<file path="config.mk">
export PLATFORM = sky130hd
export DESIGN_NAME = rxlo_top
export DESIGN_NICKNAME = d
export VERILOG_FILES = /design/src/hw/rxlo_pkg.sv /design/src/hw/rxlo_top.sv
export VERILOG_INCLUDE_DIRS = /design/src /design/src/hw
export SDC_FILE = /design/constraint.sdc
export NUM_CORES = 1
export LEC_CHECK = 0
export BUFFER_PORTS_ARGS = -buffer_cell sky130_fd_sc_hd__buf_2
export CORE_AREA = 3 3 100 102
export CTS_CLUSTER_SIZE = 14
export DETAILED_ROUTE_END_ITERATION = 8
export DIE_AREA = 0 0 103 105
export PLACE_DENSITY = 0.74
export SLEW_MARGIN = 20
export SYNTH_ARGS = -nofsm -noshare
export SYNTH_HDL_FRONTEND = slang
export SYNTH_SLANG_ARGS = --single-unit
</file>
<file path="constraint.sdc">
create_clock -name pclk -period 3.2 [get_ports pclk]
set_input_delay 0.32 -clock pclk [delete_from_list [all_inputs] [get_ports pclk]]
set_output_delay 0.32 -clock pclk [all_outputs]
set_load 0.03 [all_outputs]
</file>
<file path="src/hw/rxlo_consts.svh">
// Purpose: offsets, field positions, reset values and timing counts of the receive output block
// Assumes: 32-bit APB data, byte addressing
// Notes: included by the package, the top module and the testbench
`ifndef RXLO_CONSTS_SVH
`define RXLO_CONSTS_SVH

`define RXLO_ADDR_W 12
`define RXLO_CTRL_OFS 12'h000
`define RXLO_STAT_OFS 12'h004
`define RXLO_IRQ_STAT_OFS 12'h008
`define RXLO_IRQ_MASK_OFS 12'h00C

`define RXLO_CTRL_SINGLE_RAIL_BIT 0
`define RXLO_CTRL_FALL_EDGE_BIT 1
`define RXLO_CTRL_RATE_LSB 2
`define RXLO_CTRL_RATE_MSB 4
`define RXLO_CTRL_RST 32'h0000_0004

`define RXLO_EV_LOS_BIT 0
`define RXLO_EV_LOL_BIT 1
`define RXLO_EV_CV_BIT 2
`define RXLO_EV_W 3
`define RXLO_MASK_RST 3'h0

`define RXLO_LOL_PPM 5000
`define RXLO_LOL_WINDOW 1024
`define RXLO_LOL_THRESH ((`RXLO_LOL_WINDOW * `RXLO_LOL_PPM + 999999) / 1000000)
`define RXLO_CNT_W 12

`endif

</file>
<file path="src/hw/rxlo_pkg.sv">
// Purpose: types shared by the receive output block
// Assumes: constants come from rxlo_consts.svh
// Notes: rate encoding is one-hot
`include "rxlo_consts.svh"

package rxlo_pkg;
    typedef enum logic [2:0] {
        RXLO_RATE_E3 = 3'b001,
        RXLO_RATE_DS3 = 3'b010,
        RXLO_RATE_SFM = 3'b100
    } rxlo_rate_type;

    typedef struct packed {
        rxlo_rate_type rate;
        logic fall_edge;
        logic single_rail;
    } rxlo_cfg_type;

    // asynchronous inputs, all passed through the synchroniser
    typedef struct packed {
        logic rclk;
        logic e3_ref;
        logic ds3_ref;
        logic sts1_ref;
        logic pos_pulse;
        logic neg_pulse;
        logic line_code_violation;
        logic excessive_zeros_event;
        logic loss_of_signal;
    } rxlo_line_type;

    typedef struct packed {
        logic [`RXLO_ADDR_W-1:0] paddr;
        logic psel;
        logic penable;
        logic pwrite;
        logic [31:0] pwdata;
    } rxlo_apb_req_type;
endpackage : rxlo_pkg

</file>
<file path="src/hw/rxlo_top.sv">
// Purpose: receive-side output stage of one line interface channel with APB control
// Assumes: pclk 25 MHz; line-side inputs are asynchronous and pass a 3-flop filter
// Notes: one APB wait state; interrupt status clears on read
// Operation
// - signal_loss_indicator is high exactly while loss of signal is declared.
// - lock_loss_indicator is high exactly while loss of lock is declared.
// - loss of lock is declared when the recovered clock is off its reference by 0.5% or more.
// - the reference is the E3 clock in E3 mode, DS3 clock in DS3 mode, synthesized STS-1 clock in SINGLE_FREQUENCY_MODE.
// - in dual-rail mode each positive line pulse gives one recovered period high on the positive output (code: not while the negative rail is also high).
// - in dual-rail mode negative pulses appear only on the negative output, never the positive one.
// - in single-rail mode the whole recovered data stream goes out on the positive/data output.
// - data outputs change only on the configured recovered clock edge, rising or falling.
// - in single-rail mode the negative pin flags code violations or excessive zeros for a period or more.
//
// Our own choices: the address map and the APB interface to the registers.
`timescale 1ns/1ps
`include "rxlo_consts.svh"

module rxlo_top (
    input wire logic pclk,
    input wire logic presetn,
    input wire rxlo_pkg::rxlo_apb_req_type apb_req,
    output logic pready,
    output logic [31:0] prdata,
    output logic pslverr,
    output logic irq,
    input wire rxlo_pkg::rxlo_line_type line_in,
    output logic rx_positive_pulse_out,
    output logic rx_negative_pulse_out,
    output logic signal_loss_indicator,
    output logic lock_loss_indicator
);
    import rxlo_pkg::*;

    localparam int LW = $bits(rxlo_line_type);
    localparam int CW = `RXLO_CNT_W;
    localparam logic [CW-1:0] WINDOW = CW'(`RXLO_LOL_WINDOW);
    localparam logic [CW-1:0] THRESH = CW'(`RXLO_LOL_THRESH);
    localparam int CFGW = $bits(rxlo_cfg_type);

    function automatic logic [CW-1:0] abs_diff(input logic [CW-1:0] a, input logic [CW-1:0] b);
        abs_diff = (a > b) ? (a - b) : (b - a);
    endfunction : abs_diff

    function automatic logic is_addr(input logic [`RXLO_ADDR_W-1:0] a, input logic [`RXLO_ADDR_W-1:0] ofs);
        is_addr = (a == ofs);
    endfunction : is_addr

    // three-flop input filter
    logic [LW-1:0] sync1_ff, sync2_ff, sync3_ff, filt_ff, prev_ff;
    rxlo_line_type filt, prev;
    assign filt = rxlo_line_type'(filt_ff);
    assign prev = rxlo_line_type'(prev_ff);

    always_ff @(posedge pclk or negedge presetn) begin
        if (!presetn) begin
            sync1_ff <= '0;
            sync2_ff <= '0;
            sync3_ff <= '0;
            filt_ff <= '0;
            prev_ff <= '0;
        end else begin
            sync1_ff <= line_in;
            sync2_ff <= sync1_ff;
            sync3_ff <= sync2_ff;
            for (int i = 0; i < LW; i++) begin
                if (sync2_ff[i] == sync3_ff[i]) begin
                    filt_ff[i] <= sync3_ff[i];
                end
            end
            prev_ff <= filt_ff;
        end
    end

    // configuration and APB slave
    rxlo_cfg_type cfg_ff;
    logic [`RXLO_EV_W-1:0] ev_stat_ff, ev_mask_ff, ev_set;
    logic pready_ff, pslverr_ff, irq_ff;
    logic [31:0] prdata_ff;
    logic acc_done, stat_read, addr_ok;

    assign acc_done = apb_req.psel & apb_req.penable & pready_ff;
    assign addr_ok = is_addr(apb_req.paddr, `RXLO_CTRL_OFS) | is_addr(apb_req.paddr, `RXLO_STAT_OFS)
                   | is_addr(apb_req.paddr, `RXLO_IRQ_STAT_OFS) | is_addr(apb_req.paddr, `RXLO_IRQ_MASK_OFS);
    assign stat_read = acc_done & ~apb_req.pwrite & is_addr(apb_req.paddr, `RXLO_IRQ_STAT_OFS);

    always_ff @(posedge pclk or negedge presetn) begin
        if (!presetn) begin
            pready_ff <= 1'b0;
            pslverr_ff <= 1'b0;
            prdata_ff <= 32'h0000_0000;
        end else begin
            pready_ff <= apb_req.psel & apb_req.penable & ~pready_ff;
            pslverr_ff <= apb_req.psel & apb_req.penable & ~pready_ff & ~addr_ok;
            prdata_ff <= 32'h0000_0000;
            if (apb_req.psel & apb_req.penable & ~pready_ff & ~apb_req.pwrite) begin
                case (1'b1)
                    is_addr(apb_req.paddr, `RXLO_CTRL_OFS): prdata_ff <= 32'(cfg_ff);
                    is_addr(apb_req.paddr, `RXLO_STAT_OFS): begin
                        prdata_ff <= 32'({lock_loss_indicator, signal_loss_indicator});
                    end
                    is_addr(apb_req.paddr, `RXLO_IRQ_STAT_OFS): prdata_ff <= 32'(ev_stat_ff | ev_set);
                    is_addr(apb_req.paddr, `RXLO_IRQ_MASK_OFS): prdata_ff <= 32'(ev_mask_ff);
                    default: prdata_ff <= 32'h0000_0000;
                endcase
            end
        end
    end

    always_ff @(posedge pclk or negedge presetn) begin
        if (!presetn) begin
            cfg_ff <= rxlo_cfg_type'(CFGW'(`RXLO_CTRL_RST));
            ev_mask_ff <= `RXLO_MASK_RST;
        end else if (acc_done & apb_req.pwrite & ~pslverr_ff) begin
            if (is_addr(apb_req.paddr, `RXLO_CTRL_OFS)) begin
                cfg_ff.single_rail <= apb_req.pwdata[`RXLO_CTRL_SINGLE_RAIL_BIT];
                cfg_ff.fall_edge <= apb_req.pwdata[`RXLO_CTRL_FALL_EDGE_BIT];
                case (apb_req.pwdata[`RXLO_CTRL_RATE_MSB:`RXLO_CTRL_RATE_LSB])
                    3'h1: cfg_ff.rate <= RXLO_RATE_E3;
                    3'h2: cfg_ff.rate <= RXLO_RATE_DS3;
                    3'h4: cfg_ff.rate <= RXLO_RATE_SFM;
                    default: cfg_ff.rate <= cfg_ff.rate;
                endcase
            end
            if (is_addr(apb_req.paddr, `RXLO_IRQ_MASK_OFS)) begin
                ev_mask_ff <= apb_req.pwdata[`RXLO_EV_W-1:0];
            end
        end
    end

    logic los_ff;
    always_ff @(posedge pclk or negedge presetn) begin
        if (!presetn) begin
            los_ff <= 1'b0;
        end else begin
            los_ff <= filt.loss_of_signal;
        end
    end

    logic ref_now, ref_was, ref_edge, rclk_rise, rclk_fall, upd_edge;
    always_comb begin
        case (cfg_ff.rate)
            RXLO_RATE_E3: begin
                ref_now = filt.e3_ref;
                ref_was = prev.e3_ref;
            end
            RXLO_RATE_DS3: begin
                ref_now = filt.ds3_ref;
                ref_was = prev.ds3_ref;
            end
            default: begin
                ref_now = filt.sts1_ref;
                ref_was = prev.sts1_ref;
            end
        endcase
    end
    assign ref_edge = ref_now & ~ref_was;
    assign rclk_rise = filt.rclk & ~prev.rclk;
    assign rclk_fall = ~filt.rclk & prev.rclk;

    logic [CW-1:0] ref_cnt_ff, rclk_cnt_ff;
    logic lol_ff, win_end;
    assign win_end = ref_edge & (ref_cnt_ff == WINDOW - CW'(1));
    always_ff @(posedge pclk or negedge presetn) begin
        if (!presetn) begin
            ref_cnt_ff <= '0;
            rclk_cnt_ff <= '0;
        end else if (win_end) begin
            ref_cnt_ff <= '0;
            rclk_cnt_ff <= '0;
        end else begin
            ref_cnt_ff <= ref_cnt_ff + CW'(ref_edge);
            if (rclk_rise && rclk_cnt_ff != '1) begin
                rclk_cnt_ff <= rclk_cnt_ff + CW'(1);
            end
        end
    end

    // lock released when back in range
    always_ff @(posedge pclk or negedge presetn) begin
        if (!presetn) begin
            lol_ff <= 1'b0;
        end else if (win_end) begin
            lol_ff <= abs_diff(rclk_cnt_ff + CW'(rclk_rise), WINDOW) >= THRESH;
        end
    end

    assign upd_edge = cfg_ff.fall_edge ? rclk_fall : rclk_rise;

    logic pos_ff, neg_ff, cv_hold_ff;
    always_ff @(posedge pclk or negedge presetn) begin
        if (!presetn) begin
            pos_ff <= 1'b0;
            neg_ff <= 1'b0;
        end else if (upd_edge) begin
            if (cfg_ff.single_rail) begin
                pos_ff <= filt.pos_pulse | filt.neg_pulse;
                neg_ff <= cv_hold_ff | filt.line_code_violation | filt.excessive_zeros_event;
            end else begin
                // one period per pulse, rails kept apart
                pos_ff <= filt.pos_pulse & ~filt.neg_pulse;
                neg_ff <= filt.neg_pulse;
            end
        end
    end

    // short violation events between update edges are held until the next one
    always_ff @(posedge pclk or negedge presetn) begin
        if (!presetn) begin
            cv_hold_ff <= 1'b0;
        end else if (upd_edge) begin
            cv_hold_ff <= 1'b0;
        end else if (filt.line_code_violation | filt.excessive_zeros_event) begin
            cv_hold_ff <= 1'b1;
        end
    end

    // sticky events, set wins over read clear
    assign ev_set[`RXLO_EV_LOS_BIT] = filt.loss_of_signal & ~los_ff;
    assign ev_set[`RXLO_EV_LOL_BIT] = win_end & ~lol_ff & (abs_diff(rclk_cnt_ff + CW'(rclk_rise), WINDOW) >= THRESH);
    assign ev_set[`RXLO_EV_CV_BIT] = cfg_ff.single_rail & upd_edge
                                   & (cv_hold_ff | filt.line_code_violation | filt.excessive_zeros_event);
    always_ff @(posedge pclk or negedge presetn) begin
        if (!presetn) begin
            ev_stat_ff <= '0;
            irq_ff <= 1'b0;
        end else begin
            ev_stat_ff <= (stat_read ? '0 : ev_stat_ff) | ev_set;
            irq_ff <= |(((stat_read ? '0 : ev_stat_ff) | ev_set) & ev_mask_ff);
        end
    end

    assign pready = pready_ff;
    assign prdata = prdata_ff;
    assign pslverr = pslverr_ff;
    assign irq = irq_ff;
    assign rx_positive_pulse_out = pos_ff;
    assign rx_negative_pulse_out = neg_ff;
    assign signal_loss_indicator = los_ff;
    assign lock_loss_indicator = lol_ff;
endmodule : rxlo_top

</file>
**After elaboration in Yosys (flattened, before gate mapping)**

Index checks and enable logic that the tools add are counted.

- Bits in registers: 120
- Latch bits: 0
- Memory bits (writable): 0
- ROM bits: 0
- Input bits: 58
- Logic and storage cells: 121
- Memories kept: 0

- $add $sub $neg: 5
- Multipliers: 0
- Divide/modulo/power cells: 0
- $lt $le $gt $ge: 2
- Equality and inequality tests: 19
- Shifts and indexed selects: 0
- Muxes and demuxes: 18
- Bitwise logic cells: 39
- Reductions and logical operators: 9

Operators with widths:

| operator | count |
|---|---|
| 12-bit two-way mux | 4 |
| 12-bit by 1-bit adder with 12-bit output | 2 |
| 12-bit by 4-bit == test with 1-bit output, second input constant | 2 |
| 1-bit bitwise AND | 19 |
| 12-bit by 1-bit adder with 12-bit output, second input constant | 1 |
| 12-bit by 10-bit == test with 1-bit output, second input constant | 1 |
| 12-bit by 3-bit == test with 1-bit output, second input constant | 1 |
| 12-bit by 3-bit greater-or-equal comparator with 1-bit output, second input constant | 1 |
| 12-bit by 11-bit > comparator with 1-bit output, second input constant | 1 |
| 12-bit zero test | 1 |
| 3-bit two-way mux | 4 |
| 12-bit != test, second input constant | 1 |
| 11-bit by 12-bit subtractor with 12-bit output, first input constant | 1 |
| 12-bit by 11-bit subtractor with 12-bit output, second input constant | 1 |
| 5-bit two-way mux | 2 |
| 1-bit NOT | 10 |
| 1-bit == test | 9 |
| 3-bit case mux with 3 select lines | 1 |
| 1-bit bitwise OR | 7 |
| 3-bit by 1-bit == test with 1-bit output, second input constant | 2 |
| 3-bit by 2-bit == test with 1-bit output, second input constant | 2 |
| 3-bit bitwise OR | 2 |
| 1-bit two-way mux | 5 |
| 1-bit case mux with 2 select lines | 2 |
| 8 further kinds | 10 |

**Depth between registers and ports, before layout**

- Depth after elaboration: 12
- Gate-level depth with buffers: 16
- Gate-level depth less buffers: 15

**Worst setup path after synthesis**

Ideal clock, no wire load.

- Kind: flip-flop to flip-flop
- Start: reg prev_ff[8] (netlist: prev[8])
- End: reg prdata_ff[1] (netlist: prdata[1])
- Library setup time: 137 ps
- Arrival: 3,089 ps
- Required time: 3,063 ps
- Path slack: -26 ps
- Cell stages (with the launch flop): 15
- Path buffers: 0
- Period minus slack after synthesis: 3,226 ps
- Cell sequence: dfrtp_1 nand2b_1 inv_1 ha_1 ha_1 inv_1 ha_1 inv_1 o32a_2 nor3b_4 nand4_2 mux2i_1 o221a_2 o41ai_4 a21oi_2

- Longest elaborated chain between the ends: 12
- Elaborated cells on any way between the ends: 14
- Classes of those cells: add/sub: 3; order compare: 2; mux: 5; bitwise: 4

Ends and longest elaborated chain:

| item | line | source |
|---|---|---|
| start, declared | rxlo_top.sv:50 | `logic [LW-1:0] sync1_ff, sync2_ff, sync3_ff, filt_ff, prev_ff;` |
| start signal, assigned | rxlo_top.sv:71 | `prev_ff <= filt_ff;` |
| 1-bit NOT * | rxlo_top.sv:158 | `assign rclk_rise = filt.rclk & ~prev.rclk;` |
| 1-bit bitwise AND * | rxlo_top.sv:158 |  |
| 12-bit by 1-bit adder with 12-bit output * | rxlo_top.sv:220 | `` assign ev_set[`RXLO_EV_LOL_BIT] = win_end & ~lol_ff & (abs_diff(rclk_cnt_ff + CW'(rclk_rise), WINDOW) >= THRES ... `` |
| 11-bit by 12-bit subtractor with 12-bit output, or another cell as far along | rxlo_top.sv:42 | `abs_diff = (a > b) ? (a - b) : (b - a);` |
| 12-bit two-way mux * | rxlo_top.sv:42 |  |
| 12-bit by 3-bit greater-or-equal comparator with 1-bit output * | rxlo_top.sv:220 |  |
| 1-bit bitwise AND * | rxlo_top.sv:220 |  |
| 3-bit bitwise OR * | rxlo_top.sv:102 | `` is_addr(apb_req.paddr, `RXLO_IRQ_STAT_OFS): prdata_ff <= 32'(ev_stat_ff \| ev_set); `` |
| 3-bit two-way mux * (2 in series) | rxlo_top.sv:97 | `case (1'b1)` |
| 5-bit two-way mux * | rxlo_top.sv:97 |  |
| 5-bit two-way mux * | rxlo_top.sv:96 | `if (apb_req.psel & apb_req.penable & ~pready_ff & ~apb_req.pwrite) begin` |
| end signal, assigned | rxlo_top.sv:98 | `` is_addr(apb_req.paddr, `RXLO_CTRL_OFS): prdata_ff <= 32'(cfg_ff); `` |
| end signal, assigned | rxlo_top.sv:100 | `prdata_ff <= 32'({lock_loss_indicator, signal_loss_indicator});` |
| end signal, assigned | rxlo_top.sv:102 |  |
| end, declared | rxlo_top.sv:79 | `logic [31:0] prdata_ff;` |

Every way passes the cells marked *; elsewhere a longest branch is shown, timed or not.
A chain may end at the register's enable or synchronous reset.

**Worst setup path in the final report**

- Start: reg prev_ff[8] (netlist: prev[8])
- End: reg ev_stat_ff[1]

- Longest elaborated chain between the ends: 8
- Elaborated cells on any way between the ends: 10
- Classes of those cells: add/sub: 3; order compare: 2; mux: 1; bitwise: 4

Ends and longest elaborated chain:

| item | line | source |
|---|---|---|
| 1-bit NOT * | rxlo_top.sv:158 |  |
| 1-bit bitwise AND * | rxlo_top.sv:158 |  |
| 12-bit by 1-bit adder with 12-bit output * | rxlo_top.sv:220 |  |
| 11-bit by 12-bit subtractor with 12-bit output, or another cell as far along | rxlo_top.sv:42 |  |
| 12-bit two-way mux * | rxlo_top.sv:42 |  |
| 12-bit by 3-bit greater-or-equal comparator with 1-bit output * | rxlo_top.sv:220 |  |
| 1-bit bitwise AND * | rxlo_top.sv:220 |  |
| 3-bit bitwise OR * | rxlo_top.sv:228 | `ev_stat_ff <= (stat_read ? '0 : ev_stat_ff) \| ev_set;` |
| end signal, assigned | rxlo_top.sv:228 |  |
| end, declared | rxlo_top.sv:77 | `` logic [`RXLO_EV_W-1:0] ev_stat_ff, ev_mask_ff, ev_set; `` |

Marked as above.

==> out/metrics.cfg <==
[timing]
skew_ps = 7.57
final.setup.tns_ps = 0
post-route-min-period_ps = 3080
max-slew-margin-rel_pct = 50.3
tightest_slew_ps = 746
rsz0062_at_grt = true
period_share_pct = 96.3
hold_viol = 1
max_freq_ghz = 0.324
setup_viol = 0
slew_viol_final = 0
hold_slack_ps = -3.72

[drt]
vias_per_cell = 5.30
wl_mm = 8.32
remaining_drc_errors = 0
ant_nets = 0
drtPass1Iterations = 4
wl_per_cell_um = 14.1
vias = 3136
dr.first_iter.drc_count = 139

[floorplan]
die_h_um = 105
die_area_sq_mm = 0.0108
boundaryPins = 97
die_w_um = 103
rows = 35
start_util_pct = 48.4
core_area_sq_mm = 0.00920

[layout]
diodes = 0
nets = 543
fin_util_pct = 55.3
layout-drive-gt1-share_pct = 24.9
finalInstanceArea_sq_mm = 0.00508
area_delta_synth_final_pct = 14.2
final_cells = 592

[place]
placed_area_sq_mm = 0.00472
place_inst = 571
place.gp.congestion = 0.862
io_buffers = 42
place_hpwl_mm = 6.03

[setup_path]
worstSetupStartpoint = prev[8]
crit_required_ps = 3450
worstReg2RegStart = prev[8]
worstPathArrival_ps = 3330
crit_fanout = 6
start_kind = flop
end_kind = flop
criticalPathCategory = flop to flop

[power]
peakVddDrop_v = 0.000362
p_leak_nw = 2.29
power.density_cell_area_mw_per_mm2 = 627

[global_route]
grt_use_total_pct = 16.0
grt_pass1_vias = 3059
grt.overflow.total = 0
antenna_found_initial = 0
grt_max_degree = 89
grt_pass1_wl_mm = 13.9

[synth]
synth_top_cells_by_area = dfrtp_1 (49%), buf_4 (5.4%), xnor2_1 (3.5%)
synth_top_cell_area_share_pct = 48.9
syn_area_per_cell_sq_um = 10.6
yosysSeqAreaShare_pct = 49.5
synth-edff-count = 0
synthCells = 420
synth_top_cell_by_area = dfrtp_1
yosysUniqueCellTypes = 67
ys_warn_count = 0
synthArstFlopShare_pct = 100
netlist_area_sq_mm = 0.00445
ys_seq_elements = 88
synth_top_flop_cell = dfrtp_1

[clock_network]
cts_tree = yes
clk_pin_slew_ps = 100
cts_max_path_buffers = 2
cts_sinks = 88
htree_levels = 3
root_buffer = clkbuf_8
cts_hold_buf = 0
numCtsBuffers = 9
worstSkewPairLatency_ps = 370

[status]
violations = hold timing
outcome = finished with violations

[worst_hold_path]
hp-class = input pin to asynchronous set/reset pin

[job]
drv_cap = 0

-- layout make-up --
| cell class | instances | area (sq um) |
|---|---|---|
| fill | 801 | 4110 |
| sequential | 88 | 2200 |
| multi-input combinational | 306 | 2130 |
| timing repair buffer | 59 | 348 |
| tap | 111 | 139 |
| clock buffer | 9 | 124 |
| clock inverter | 7 | 88.8 |
| inverter | 12 | 45.0 |
-- layout by cell type (no fill, tap or decap), types with 3 or more instances in the layout --
cell and instances:
dfrtp_1 87, nor2_1 41, buf_2 41, nand2_1 31, conb_1 27, nand3_1 16
xnor2_1 16, buf_4 16, xor2_1 15, a21oi_1 14, o21ai_0 11, nand4_1 10
inv_1 9, maj3_1 9, clkbuf_8 9, nor3_1 8, nor2b_1 7, mux2_2 5
mux2i_1 5, nor3b_1 4, or3_1 4, ha_1 4, nor4_1 3, and3_1 3
inv_2 3, nand3b_1 3, and2_1 3, xnor2_2 3, nand2b_1 3, o31ai_1 3
o21ai_1 3, a21o_1 3, ha_4 3, clkinv_8 3
-- final timing paths --
| path | to | cells after the start | slack, ps |
|---|---|---|---|
| worst max-delay path | ev_stat_ff[1] | 15 | 120 |
| worst min-delay path | sync3_ff[6] | 1 | -4 |
| worst max register to register | ev_stat_ff[1] | 15 | 120 |
| worst min register to register | sync2_ff[3] | 0 | 360 |
| max in group asynchronous | rclk_cnt_ff[7] | 1 | 2710 |
| min in group pclk | sync1_ff[0] | 1 | 50 |
-- power breakdown --
group / internal (mW) / switching (mW)
combinational: 0.454 / 0.565
sequential: 1.24 / 0.160
clock: 0.316 / 0.453
-- cell families (layout without fill, tap and decap cells) --
family / after synthesis / in the layout / synth area share, %
AO/OA/AOI/OAI: 58 / 58 / 9.53
flip-flops: 88 / 88 / 49.5
XOR/XNOR: 35 / 35 / 7.22
other: 1 / 27 / 0.0842
multiplexers: 10 / 10 / 2.39
AND/OR/NAND/NOR: 158 / 158 / 19.4
buffers and inverters: 52 / 87 / 7.31
adder cells (fa/ha/maj): 18 / 18 / 4.55
-- cell usage after synthesis (2+ instances only) --
cell / instances
o31a_1: 2
and2_1: 3
a21o_1: 3
a22o_1: 2
nand4_2: 2
nor4_1: 3
a21oi_2: 2
nand3_1: 17
xnor2_1: 18
xor2_1: 15
clkbuf_1: 5
nand2_1: 31
nor3_4: 2
buf_2: 2
buf_4: 32
mux2i_1: 5
inv_1: 12
and4_1: 2
nand3b_1: 3
nand4_1: 10
nand2b_1: 4
nor3_1: 10
dfrtp_1: 87
maj3_1: 9
nor2_1: 41
nor3b_1: 4
o21ai_1: 3
a21oi_1: 14
o21ai_0: 11
or3_1: 4
mux2_2: 5
o31ai_1: 3
ha_1: 9
and3_1: 5
nor2b_1: 7
a32oi_1: 2
-- routing by layer --
metal | up-vias | track usage, % | routed length [um]
li1 | 1521 | - | -
met5 | - | 0 | 0
met3 | 11 | 4.01 | 290
met2 | 66 | 25.0 | 4200
met1 | 1538 | 21.8 | 3730
met4 | 0 | 4.72 | 102
-- sequential cells by signal, indices dropped and copies added (netlist names) --
name	count
pslverr	1
ev_mask_ff	3
rx_positive_pulse_out	1
irq	1
prev	5
sync3_ff	9
lock_loss_indicator	1
sync2_ff	9
pready	1
cv_hold_ff	1
sync1_ff	9
rx_negative_pulse_out	1
filt	9
ev_stat_ff	3
rclk_cnt_ff	12
prdata	5
cfg_ff	5
ref_cnt_ff	12
-- worst max-delay path: stages, from the launching register on --
cell and delay, ps:
dfrtp_1 400, nand2b_4 150, inv_2 60, ha_4 130
ha_4 150, nand4_1 190, buf_4 210, nand4_1 60
o311ai_1 160, nor3b_4 200, buf_4 150, a32oi_1 250
a32o_1 230, nand2_1 110, o41ai_4 410, nand2_1 90
-- repair_timing --
item / 4_1_cts / 5_1_grt
hold endpoints to repair: 0 / 0
pin swaps: 4 / 11
setup endpoints to repair: 4 / 4
gates resized for setup: 6 / 15
setup buffers: 2 / 3
-- through the flow --
stage          total power [mW]  hold slack (ps)  setup slack, ps
2_1_floorplan              2.12             24.4             36.6
3_3_place_gp               2.30              333            -4.76
3_5_place_dp               2.34              335             -109
4_1_cts                    3.14             30.5             19.5
5_1_grt                    3.39             26.1            -59.8
6_report                   3.19            -3.72              117
Power figures use the tool's default switching activity.
